$ cat src/logic/cpi_pkg.sv
/*
  Shared constants and types for the processor pin interface block.
  Assumes one clock domain and a synchronous, active-high reset.
*/
package cpi_pkg;

  // Transfer size codes on the access size pins; 2'h3 is never driven
  localparam logic [1:0] SIZE_BYTE = 2'h0;
  localparam logic [1:0] SIZE_HALF = 2'h1;
  localparam logic [1:0] SIZE_WORD = 2'h2;

  // Arbitrary default: the float_instruction encoding is set by the TAP design
  localparam logic [3:0] FLOAT_INSTRUCTION = 4'h7;

  // Reset values of the pin outputs
  localparam logic [3:0] TAP_IR_RESET = 4'hE;
  localparam logic [4:0] MODE_INV_RESET = 5'h1F;
  localparam logic [1:0] SIZE_RESET = 2'h0;

  // Stages of the interrupt synchroniser
  localparam int SYNC_STAGES = 2;

  // One memory access as the core asks for it
  typedef struct packed {
    logic [1:0] size;
    logic write;
    logic fetch;
    logic swap;
  } cpi_access_t;

  // Raw interrupt pins, both active low
  typedef struct packed {
    logic fast_n;
    logic normal_n;
  } cpi_int_pins_t;

  typedef enum logic [2:0] {
    ACC_IDLE = 3'h1,
    ACC_ANNOUNCE = 3'h2,
    ACC_ACTIVE = 3'h4
  } cpi_acc_state_t;

  typedef enum logic [2:0] {
    CP_IDLE = 3'h1,
    CP_PROBE = 3'h2,
    CP_BUSY = 3'h4
  } cpi_cp_state_t;

endpackage

$ cat src/logic/cpi_pin_if.sv
/*
  Pin-side logic of a 32-bit processor core: memory cycle flags, write
  drive, coprocessor handshake, interrupt inputs, mode/status and TAP pins.
  Assumes all inputs but the interrupt pins, the test clock included, are synchronous to i_clk.
*/
// Overview of operation
// - TAP instruction output updates only on test clock fall in update-IR.
// - Interrupt inputs used directly when sync select high, else synchronised.
// - Lock high during locked access, only for swap instruction.
// - Size codes byte 00, half 01, word 10; never 11.
// - Access size stable for the whole memory cycle.
// - Everything runs from the single main clock.
// - Coprocessor instruction output low, then wait for absent and busy.
// - Absent high at first edge aborts to undefined instruction trap.
// - Absent low: wait while busy high, then complete handshake.
// - Data bus driven in writes only while write drive enable low; the enable is registered here, so the bus follows it one cycle late.
// - Write cycle flag low for the whole write cycle.
// - Comms transfer flag low during debug channel transfer into core.
// - Skipped instruction flag high when executed instruction is skipped.
// - Fast interrupt taken when request low and its enable active.
// - Normal interrupt like fast but lower priority, own enable.
// - Float select low while TAP instruction is the float instruction.
// - Mode outputs are the inverse of the five mode bits.
// - Memory request low one cycle before each access cycle.
// - Fetch flag low for instruction fetches, high for data.
// - Stretch request low extends the current access.
module cpi_pin_if #(
  parameter int DATA_WIDTH = 32
) (
  input wire logic i_clk,
  input wire logic i_sys_rst,
  // Core side: memory access requests
  input wire logic i_acc_valid,
  input wire cpi_pkg::cpi_access_t i_acc,
  input wire logic [DATA_WIDTH-1:0] i_wdata,
  output logic o_acc_ready,
  output logic o_acc_done,
  // Memory side pins
  input wire logic i_stretch_request_n,
  input wire logic i_write_drive_enable_n,
  output logic o_mem_request_n,
  output logic [1:0] o_access_size,
  output logic o_fetch_flag_n,
  output logic o_lock,
  output logic o_write_cycle_flag_n,
  output logic [DATA_WIDTH-1:0] o_wdata,
  output logic o_wdata_oe,
  // Core side: coprocessor
  input wire logic i_cp_req,
  input wire logic i_cp_comms_xfer,
  output logic o_cp_done,
  output logic o_cp_undef,
  // Coprocessor pins
  input wire logic i_coproc_absent,
  input wire logic i_coproc_busy,
  output logic o_coproc_instr_n,
  output logic o_comms_transfer_flag_n,
  // Interrupts
  input wire cpi_pkg::cpi_int_pins_t i_int_pins,
  input wire logic i_interrupt_sync_select,
  input wire logic i_fast_int_enable,
  input wire logic i_normal_int_enable,
  output logic o_fast_int_take,
  output logic o_normal_int_take,
  // Status
  input wire logic [4:0] i_mode_bits,
  input wire logic i_instr_skipped,
  output logic [4:0] o_mode_bits_inv,
  output logic o_skipped_instr_flag,
  // TAP
  input wire logic i_tck,
  input wire logic i_tap_update_ir,
  input wire logic [3:0] i_tap_ir_next,
  output logic [3:0] o_tap_instruction_out,
  output logic o_float_select_n
);

  if (DATA_WIDTH < 8 || DATA_WIDTH % 8 != 0) begin : g_width_chk
    $error("cpi_pin_if: DATA_WIDTH must be a positive multiple of 8");
  end

  cpi_pkg::cpi_acc_state_t acc_state_q;
  cpi_pkg::cpi_access_t acc_q;
  logic [DATA_WIDTH-1:0] wdata_hold_q;
  logic mem_request_n_q;
  logic [1:0] access_size_q;
  logic fetch_flag_n_q;
  logic lock_q;
  logic write_cycle_flag_n_q;
  logic [DATA_WIDTH-1:0] wdata_q;
  logic wdata_oe_q;
  logic acc_ready_q;
  logic acc_done_q;
  logic [1:0] legal_size;
  logic access_ends;

  // Reserved code is folded onto word so the pins never show it
  assign legal_size = (i_acc.size == cpi_pkg::SIZE_BYTE) ? cpi_pkg::SIZE_BYTE :
                      (i_acc.size == cpi_pkg::SIZE_HALF) ? cpi_pkg::SIZE_HALF :
                      cpi_pkg::SIZE_WORD;
  assign access_ends = (acc_state_q == cpi_pkg::ACC_ACTIVE) && i_stretch_request_n;

  // Access sequencer
  always_ff @(posedge i_clk) begin
    if (i_sys_rst) begin
      acc_state_q <= cpi_pkg::ACC_IDLE;
      acc_q <= '0;
      wdata_hold_q <= '0;
    end else begin
      case (acc_state_q)
        cpi_pkg::ACC_IDLE: begin
          if (i_acc_valid) begin
            acc_q <= '{size: legal_size, write: i_acc.write,
                       fetch: i_acc.fetch, swap: i_acc.swap};
            wdata_hold_q <= i_wdata;
            acc_state_q <= cpi_pkg::ACC_ANNOUNCE;
          end
        end
        cpi_pkg::ACC_ANNOUNCE: begin
          acc_state_q <= cpi_pkg::ACC_ACTIVE;
        end
        cpi_pkg::ACC_ACTIVE: begin
          if (i_stretch_request_n) begin
            acc_state_q <= cpi_pkg::ACC_IDLE;
          end
        end
        default: begin
          acc_state_q <= cpi_pkg::ACC_IDLE;
        end
      endcase
    end
  end

  // Handshake to the core
  always_ff @(posedge i_clk) begin
    if (i_sys_rst) begin
      acc_ready_q <= 1'b1;
      acc_done_q <= 1'b0;
    end else begin
      acc_ready_q <= (acc_state_q == cpi_pkg::ACC_IDLE) ? !i_acc_valid : access_ends;
      acc_done_q <= access_ends;
    end
  end

  // One cycle ahead of the access
  always_ff @(posedge i_clk) begin
    if (i_sys_rst) begin
      mem_request_n_q <= 1'b1;
    end else begin
      mem_request_n_q <= !((acc_state_q == cpi_pkg::ACC_IDLE) && i_acc_valid);
    end
  end

  // Cycle flags change only at the cycle boundary, so they hold all cycle
  always_ff @(posedge i_clk) begin
    if (i_sys_rst) begin
      access_size_q <= cpi_pkg::SIZE_RESET;
      fetch_flag_n_q <= 1'b1;
      lock_q <= 1'b0;
      write_cycle_flag_n_q <= 1'b1;
    end else if (acc_state_q == cpi_pkg::ACC_ANNOUNCE) begin
      access_size_q <= acc_q.size;
      fetch_flag_n_q <= !acc_q.fetch;
      lock_q <= acc_q.swap;
      write_cycle_flag_n_q <= !acc_q.write;
    end else if (access_ends) begin
      fetch_flag_n_q <= 1'b1;
      lock_q <= 1'b0;
      write_cycle_flag_n_q <= 1'b1;
    end
  end

  // Enable sampled once per cycle; one cycle of lag behind the pin
  always_ff @(posedge i_clk) begin
    if (i_sys_rst) begin
      wdata_q <= '0;
      wdata_oe_q <= 1'b0;
    end else begin
      wdata_q <= wdata_hold_q;
      wdata_oe_q <= acc_q.write && !i_write_drive_enable_n &&
                    ((acc_state_q == cpi_pkg::ACC_ANNOUNCE) ||
                     ((acc_state_q == cpi_pkg::ACC_ACTIVE) && !i_stretch_request_n));
    end
  end

  // Coprocessor handshake
  cpi_pkg::cpi_cp_state_t cp_state_q;
  logic coproc_instr_n_q;
  logic cp_done_q;
  logic cp_undef_q;
  logic comms_flag_n_q;
  logic cp_ends;

  always_ff @(posedge i_clk) begin
    if (i_sys_rst) begin
      cp_state_q <= cpi_pkg::CP_IDLE;
      coproc_instr_n_q <= 1'b1;
      cp_done_q <= 1'b0;
      cp_undef_q <= 1'b0;
    end else begin
      cp_done_q <= 1'b0;
      cp_undef_q <= 1'b0;
      case (cp_state_q)
        cpi_pkg::CP_IDLE: begin
          if (i_cp_req) begin
            coproc_instr_n_q <= 1'b0;
            cp_state_q <= cpi_pkg::CP_PROBE;
          end
        end
        cpi_pkg::CP_PROBE: begin
          if (i_coproc_absent) begin
            coproc_instr_n_q <= 1'b1;
            cp_undef_q <= 1'b1;
            cp_state_q <= cpi_pkg::CP_IDLE;
          end else if (!i_coproc_busy) begin
            coproc_instr_n_q <= 1'b1;
            cp_done_q <= 1'b1;
            cp_state_q <= cpi_pkg::CP_IDLE;
          end else begin
            cp_state_q <= cpi_pkg::CP_BUSY;
          end
        end
        cpi_pkg::CP_BUSY: begin
          if (!i_coproc_busy) begin
            coproc_instr_n_q <= 1'b1;
            cp_done_q <= 1'b1;
            cp_state_q <= cpi_pkg::CP_IDLE;
          end
        end
        default: begin
          cp_state_q <= cpi_pkg::CP_IDLE;
        end
      endcase
    end
  end

  // Comms flag opens and closes with the instruction pin, never after it
  assign cp_ends = (cp_state_q == cpi_pkg::CP_PROBE) ? (i_coproc_absent || !i_coproc_busy) :
                   ((cp_state_q == cpi_pkg::CP_BUSY) && !i_coproc_busy);

  always_ff @(posedge i_clk) begin
    if (i_sys_rst) begin
      comms_flag_n_q <= 1'b1;
    end else if (cp_state_q == cpi_pkg::CP_IDLE) begin
      comms_flag_n_q <= !(i_cp_req && i_cp_comms_xfer);
    end else if (cp_ends) begin
      comms_flag_n_q <= 1'b1;
    end
  end

  // Interrupt inputs
  cpi_pkg::cpi_int_pins_t int_synced;
  cpi_pkg::cpi_int_pins_t int_used;
  logic fast_take_q;
  logic normal_take_q;

  cpi_sync #(
    .WIDTH($bits(cpi_pkg::cpi_int_pins_t)),
    .RESET_VAL(2'h3)
  ) u_int_sync (
    .i_clk(i_clk),
    .i_sys_rst(i_sys_rst),
    .i_async(i_int_pins),
    .o_sync(int_synced)
  );

  // Bypass saves two cycles of latency when the source is already clocked
  assign int_used = i_interrupt_sync_select ? i_int_pins : int_synced;

  always_ff @(posedge i_clk) begin
    if (i_sys_rst) begin
      fast_take_q <= 1'b0;
      normal_take_q <= 1'b0;
    end else begin
      fast_take_q <= !int_used.fast_n && i_fast_int_enable;
      normal_take_q <= !int_used.normal_n && i_normal_int_enable &&
                       !(!int_used.fast_n && i_fast_int_enable);
    end
  end

  // Status pins
  logic [4:0] mode_inv_q;
  logic skipped_q;

  always_ff @(posedge i_clk) begin
    if (i_sys_rst) begin
      mode_inv_q <= cpi_pkg::MODE_INV_RESET;
      skipped_q <= 1'b0;
    end else begin
      mode_inv_q <= ~i_mode_bits;
      skipped_q <= i_instr_skipped;
    end
  end

  // TAP pins; test clock is sampled, so it must run well below i_clk
  logic tck_q;
  logic tck_fall;
  logic [3:0] tap_ir_q;
  logic float_n_q;

  assign tck_fall = tck_q && !i_tck;

  always_ff @(posedge i_clk) begin
    if (i_sys_rst) begin
      tck_q <= 1'b0;
      tap_ir_q <= cpi_pkg::TAP_IR_RESET;
      float_n_q <= 1'b1;
    end else begin
      tck_q <= i_tck;
      if (tck_fall && i_tap_update_ir) begin
        tap_ir_q <= i_tap_ir_next;
        float_n_q <= (i_tap_ir_next != cpi_pkg::FLOAT_INSTRUCTION);
      end
    end
  end

  assign o_acc_ready = acc_ready_q;
  assign o_acc_done = acc_done_q;
  assign o_mem_request_n = mem_request_n_q;
  assign o_access_size = access_size_q;
  assign o_fetch_flag_n = fetch_flag_n_q;
  assign o_lock = lock_q;
  assign o_write_cycle_flag_n = write_cycle_flag_n_q;
  assign o_wdata = wdata_q;
  assign o_wdata_oe = wdata_oe_q;
  assign o_cp_done = cp_done_q;
  assign o_cp_undef = cp_undef_q;
  assign o_coproc_instr_n = coproc_instr_n_q;
  assign o_comms_transfer_flag_n = comms_flag_n_q;
  assign o_fast_int_take = fast_take_q;
  assign o_normal_int_take = normal_take_q;
  assign o_mode_bits_inv = mode_inv_q;
  assign o_skipped_instr_flag = skipped_q;
  assign o_tap_instruction_out = tap_ir_q;
  assign o_float_select_n = float_n_q;
endmodule

$ cat src/logic/cpi_sync.sv
/*
  Two-flop level synchroniser, parameterised width.
  Assumes the input may change at any time relative to i_clk.
*/
module cpi_sync #(
  parameter int WIDTH = 2,
  parameter logic [WIDTH-1:0] RESET_VAL = '1
) (
  input wire logic i_clk,
  input wire logic i_sys_rst,
  input wire logic [WIDTH-1:0] i_async,
  output logic [WIDTH-1:0] o_sync
);

  logic [WIDTH-1:0] meta_q;
  logic [WIDTH-1:0] sync_q;

  if (WIDTH < 1) begin : g_width_chk
    $error("cpi_sync: WIDTH must be at least 1");
  end

  // First stage feeds the second stage only
  always_ff @(posedge i_clk) begin
    if (i_sys_rst) begin
      meta_q <= RESET_VAL;
      sync_q <= RESET_VAL;
    end else begin
      meta_q <= i_async;
      sync_q <= meta_q;
    end
  end

  assign o_sync = sync_q;

endmodule

$ cat config.mk
export PLATFORM = sky130hd
export DESIGN_NAME = cpi_pin_if
export DESIGN_NICKNAME = d
export VERILOG_FILES = /design/src/logic/cpi_pkg.sv /design/src/logic/cpi_pin_if.sv /design/src/logic/cpi_sync.sv
export SDC_FILE = /design/constraint.sdc
export NUM_CORES = 1
export LEC_CHECK = 0
export ABC_CLOCK_PERIOD_IN_PS = 1560
export BUFFER_PORTS_ARGS = -buffer_cell sky130_fd_sc_hd__clkbuf_2
export CORE_ASPECT_RATIO = 1.4
export CORE_MARGIN = 10
export CORE_UTILIZATION = 35
export DETAILED_ROUTE_END_ITERATION = 8
export MAX_ROUTING_LAYER = met4
export SYNTH_ARGS = -nofsm -noshare
export SYNTH_HDL_FRONTEND = slang
export SYNTH_SLANG_ARGS = --single-unit
$ cat constraint.sdc
create_clock -name i_clk -period 1.56 [get_ports i_clk]
set_clock_uncertainty 0.05 [all_clocks]
set_input_delay 0.468 -clock i_clk [delete_from_list [all_inputs] [get_ports i_clk]]
set_output_delay 0.468 -clock i_clk [all_outputs]
set_load 0.005 [all_outputs]
* Word level (Yosys, flattened, before mapping) *
Cells that the tools add are included.

word-level totals
  flip-flop bits (word level) = 106
  latch bits = 0
  memory bits (writable) = 0
  bits in read-only memories = 0
  output and inout port bits = 58
  word-level logic and storage cells = 106
  memories kept = 0

cells by class
  $add $sub $neg = 0
  multiply operators = 0
  divide/modulo/power cells = 0
  $lt $le $gt $ge = 0
  equality and inequality tests = 12
  shifts and indexed selects = 0
  muxes and demuxes = 28
  bitwise logic cells = 2
  reduce and logical (&&, ||, !) cells = 35

operators by type and width
  kind                                                   number
  two-way mux 3 bit                                      6
  one-hot mux 3 bit (3 select lines)                     2
  two-way mux 1 bit                                      15
  logical AND 1 bit                                      12
  logical NOT 1 bit                                      12
  inequality test 2 bit, second input constant           4
  AND reduction 2 bit                                    4
  == test 3 x 1 -> 1 bit, second input constant          2
  == test 3 x 2 -> 1 bit, second input constant          2
  == test 3 bit, second input constant                   2
  two-way mux 2 bit                                      3
  inverter 5 bit                                         1
  inequality test 4 x 3 -> 1 bit, second input constant  1
  nonzero test 2 bit                                     2
  one-hot mux 1 bit (3 select lines)                     1
  nonzero test 3 bit                                     1
  == test 2 x 1 -> 1 bit, second input constant          1
  logical NOT 2 bit                                      1
  logical OR 1 bit                                       2
  one-hot mux 1 bit (2 select lines)                     1
  OR reduction 2 bit                                     1
  inverter 1 bit                                         1

* Longest topological paths before layout *
  depth after elaboration = 5
  mapped depth = 5

* Cells and area by module *
From an unflattened synthesis, not the netlist that was laid out.

unflattened totals
  cells, all modules = 350
  area total of the unflattened synthesis = 3424.5 µm²

modules (own cells, without submodules)
  module      instances  cells each  area each (µm²)
  cpi_pin_if  1          342         3319.4
  cpi_sync    1          8           105.1

* Worst setup path before layout *
Ideal clock, no wire load.

  kind = input-to-reg
  start = input port i_sys_rst
  end = register access_size_q[0] (netlist: o_access_size[0])
  arrival time = 1.143 ns
  slack = 0.240 ns
  stages on the path = 4
  buffers on the path = 3
  cell sequence = buf_2 -> buf_2 -> buf_1 -> nor2_1

RTL lines
  item                    RTL line           source
  start: declaration      cpi_pin_if.sv:31   input wire logic i_sys_rst,
  end signal: assignment  cpi_pin_if.sv:157  access_size_q <= cpi_pkg::SIZE_RESET;
  end signal: assignment  cpi_pin_if.sv:162  access_size_q <= acc_q.size;
  end: declaration        cpi_pin_if.sv:86   logic [1:0] access_size_q;

No word-level cell between the ends.

* Worst setup path after layout *
  start = register coproc_instr_n_q (netlist: o_coproc_instr_n)
  end = output port o_coproc_instr_n

RTL lines
  item                      RTL line           source
  start: declaration        cpi_pin_if.sv:188  logic coproc_instr_n_q;
  start signal: assignment  cpi_pin_if.sv:197  coproc_instr_n_q <= 1'b1;
  start signal: assignment  cpi_pin_if.sv:206  coproc_instr_n_q <= 1'b0;
  start signal: assignment  cpi_pin_if.sv:212  coproc_instr_n_q <= 1'b1;
  end: declaration          cpi_pin_if.sv:56   output logic o_coproc_instr_n,

No word-level cell between the ends.

==> impl_metrics.env <==
export IMPL_status="finished, final reports clean"
export IMPL_grt_first_pass_wirelength_mm=13.2
export IMPL_crit_path_max_incr_delay_ns=0.36
export IMPL_final_cell_mix="clkbuf_2 (119), dfxtp_1 (106), nand2_1 (82)"
export IMPL_initial_core_util_pct=36.0
export IMPL_cts_root_buffer="clkbuf_16"
export IMPL_slowest_stage="dfxtp_1"
export IMPL_ctsHoldBuffers=0
export IMPL_first_pass_iters=4
export IMPL_area_growth_pct=30.5
export IMPL_min_period_over_period_pct=86.2
export IMPL_cts_resized=0
export IMPL_cts_setup_buffers=0
export IMPL_die_w_um=104
export IMPL_wl_per_cell_um=13.3
export IMPL_track_usage_pct=11.8
export IMPL_cp_required_ns=1.04
export IMPL_syn_inst=351
export IMPL_clkSinkCount=106
export IMPL_die_area_um2=14200
export IMPL_cts_tree="done"
export IMPL_crit_type="flop to primary output"
export IMPL_worst_ir_drop_vdd_v=0.000606
export IMPL_worst_path_buf_inv=1
export IMPL_finalPower_mw=5.54
export IMPL_grt_max_degree=72
export IMPL_max_freq_mhz=744
export IMPL_first_global_vias=2790
export IMPL_cap_violations=0
export IMPL_drc=0
export IMPL_cts_max_level=3
export IMPL_start_kind="flop"
export IMPL_critPathLaunch="o_coproc_instr_n"
export IMPL_slew_violations=0
export IMPL_worstMarginPinSlew_ns=0.385
export IMPL_hold_class="primary input to flop"
export IMPL_power_density_nw_per_um2=1240
export IMPL_clk_pin_slew_ns=0.07
export IMPL_clock_latency_ns=0.34
export IMPL_rsz0062_at_grt="false"
export IMPL_detail_route_antenna_nets=0
export IMPL_gr_total_overflow=0
export IMPL_ys_warn_count=0
export IMPL_dpl_instance_area_um2=4180
export IMPL_crit_family="flip-flops"
export IMPL_r2r_start="acc_state_q[0]"
export IMPL_synthesis_area_um2=3430
export IMPL_arrival_ns=0.83
export IMPL_cts_buffer_depth=2
export IMPL_fin_hold_ws_ns=0.226
export IMPL_vias=2656
export IMPL_dp_hpwl_mm=6.00
export IMPL_endpoint_kind="primary output"
export IMPL_final_cell_area_um2=4480
export IMPL_drive_gt1_share_pct=31.2
export IMPL_gp_congestion=0.741
export IMPL_ios=121
export IMPL_path_max_fanout=4
export IMPL_antenna_found_initial=0
export IMPL_diodes=0
export IMPL_core_um2=9510
export IMPL_hold_start="i_mode_bits[1]"
export IMPL_setup_tns_ns=0
export IMPL_avgSynthCellArea_um2=9.77
export IMPL_num_rows=42
export IMPL_die_y_um=137
export IMPL_nets=533
export IMPL_cp_cell_sequence="clkbuf_2"
export IMPL_relSlewSlack_pct=74.2
export IMPL_wl_mm=8.08
export IMPL_drt_first_iter_violations=69
export IMPL_synth_cell_type_count=34
export IMPL_yosysSeqAreaShare_pct=61.9
export IMPL_p_leak_nw=2.00
export IMPL_numCtsBuffers=9
export IMPL_io_buffers=120
export IMPL_viasPerCell=4.38
export IMPL_period_needed_ns=1.34
export IMPL_synth_fp_nets=414
export IMPL_final_setup_viol_count=0
export IMPL_hold_viol=0
export IMPL_final_common_cell="clkbuf_2"
export IMPL_ys_ff_latch=106
## power breakdown
group          internal, mW  total (mW)  switching [mW]  leakage, nW
combinational         0.219       0.452           0.233        0.993
clock                  1.24        2.19           0.948        0.141
sequential             2.84        2.90          0.0588        0.868
## kinds of logic (layout without fill, tap and decap cells)
kind of cell | Yosys count | after routing | share of synthesized area, %
and+or+nand+nor | 162 | 162 | 23.7
AOI/OAI and AO/OA | 54 | 54 | 9.27
muxes | 7 | 7 | 2.04
buffers and inverters | 22 | 145 | 3.10
DFF | 106 | 106 | 61.9
## Yosys cell counts
library cell | n | area share, %
dfxtp_1 | 106 | 62
nand2_1 | 82 | 9.0
a21oi_1 | 39 | 5.7
nor2b_1 | 39 | 7.1
nor2_1 | 13 | 1.4
clkbuf_1 | 9 | 0.99
mux2i_1 | 7 | 2.0
buf_4 | 5 | 1.1
buf_2 | 4 | 0.58
nand3b_1 | 4 | 0.88
nor3b_1 | 4 | 0.88
or2_2 | 4 | 0.73
a32oi_1 | 3 | 0.77
inv_1 | 3 | 0.33
nand2b_1 | 3 | 0.55
nand4bb_1 | 3 | 0.99
and3_1 | 2 | 0.36
and3b_1 | 2 | 0.51
nor3_1 | 2 | 0.29
o211ai_1 | 2 | 0.44
o21a_1 | 2 | 0.44
a211o_1 | 1 | 0.26
a21o_1 | 1 | 0.22
a31o_1 | 1 | 0.26
a41o_1 | 1 | 0.29
a41oi_1 | 1 | 0.26
and2_1 | 1 | 0.18
and4_1 | 1 | 0.26
and4bb_1 | 1 | 0.36
buf_1 | 1 | 0.11
o21ai_0 | 1 | 0.15
o21ba_2 | 1 | 0.29
o21bai_1 | 1 | 0.22
or3_1 | 1 | 0.18
## routing by layer
metal | routed length (um) | track usage (%)
met1 | 3760 | 13.9
met2 | 3640 | 17.8
met3 | 525 | 4.56
met4 | 149 | 4.72
met5 | 0 | -
## worst paths after layout
path                           to  slack [ns]  depth (start not counted)
max              o_coproc_instr_n        0.22                          1
min            o_mode_bits_inv[1]        0.23                          2
max reg2reg      wdata_hold_q[30]        0.24                          4
min reg2reg  u_int_sync.o_sync[0]        0.36                          1
## through the flow
stage	setup slack [ns]	utilization [%]	instances
2_1_floorplan	0.240	-	351
3_3_place_gp	0.166	44.0	591
3_5_place_dp	0.136	44.0	591
4_1_cts	0.199	47.1	606
5_1_grt	0.0930	47.1	606
6_report	0.215	47.1	606
## sequential cells by signal, indices dropped and copies added (netlist names), 2 cells and up
name,count
o_mode_bits_inv,5
o_wdata,32
o_tap_instruction_out,4
cp_state_q,3
u_int_sync.o_sync,2
u_int_sync.meta_q,2
wdata_hold_q,32
acc_state_q,3
acc_q,5
o_access_size,2
## area by class of cell
class / count / area (um^2)
clock buffer: 9 / 225
tap: 132 / 165
multi-input combinational: 223 / 1200
timing repair buffer: 127 / 678
sequential: 106 / 2120
inverter: 3 / 11.3
clock inverter: 6 / 68.8
fill: 946 / 5040
Note: power is estimated with default switching activity, not from simulation.
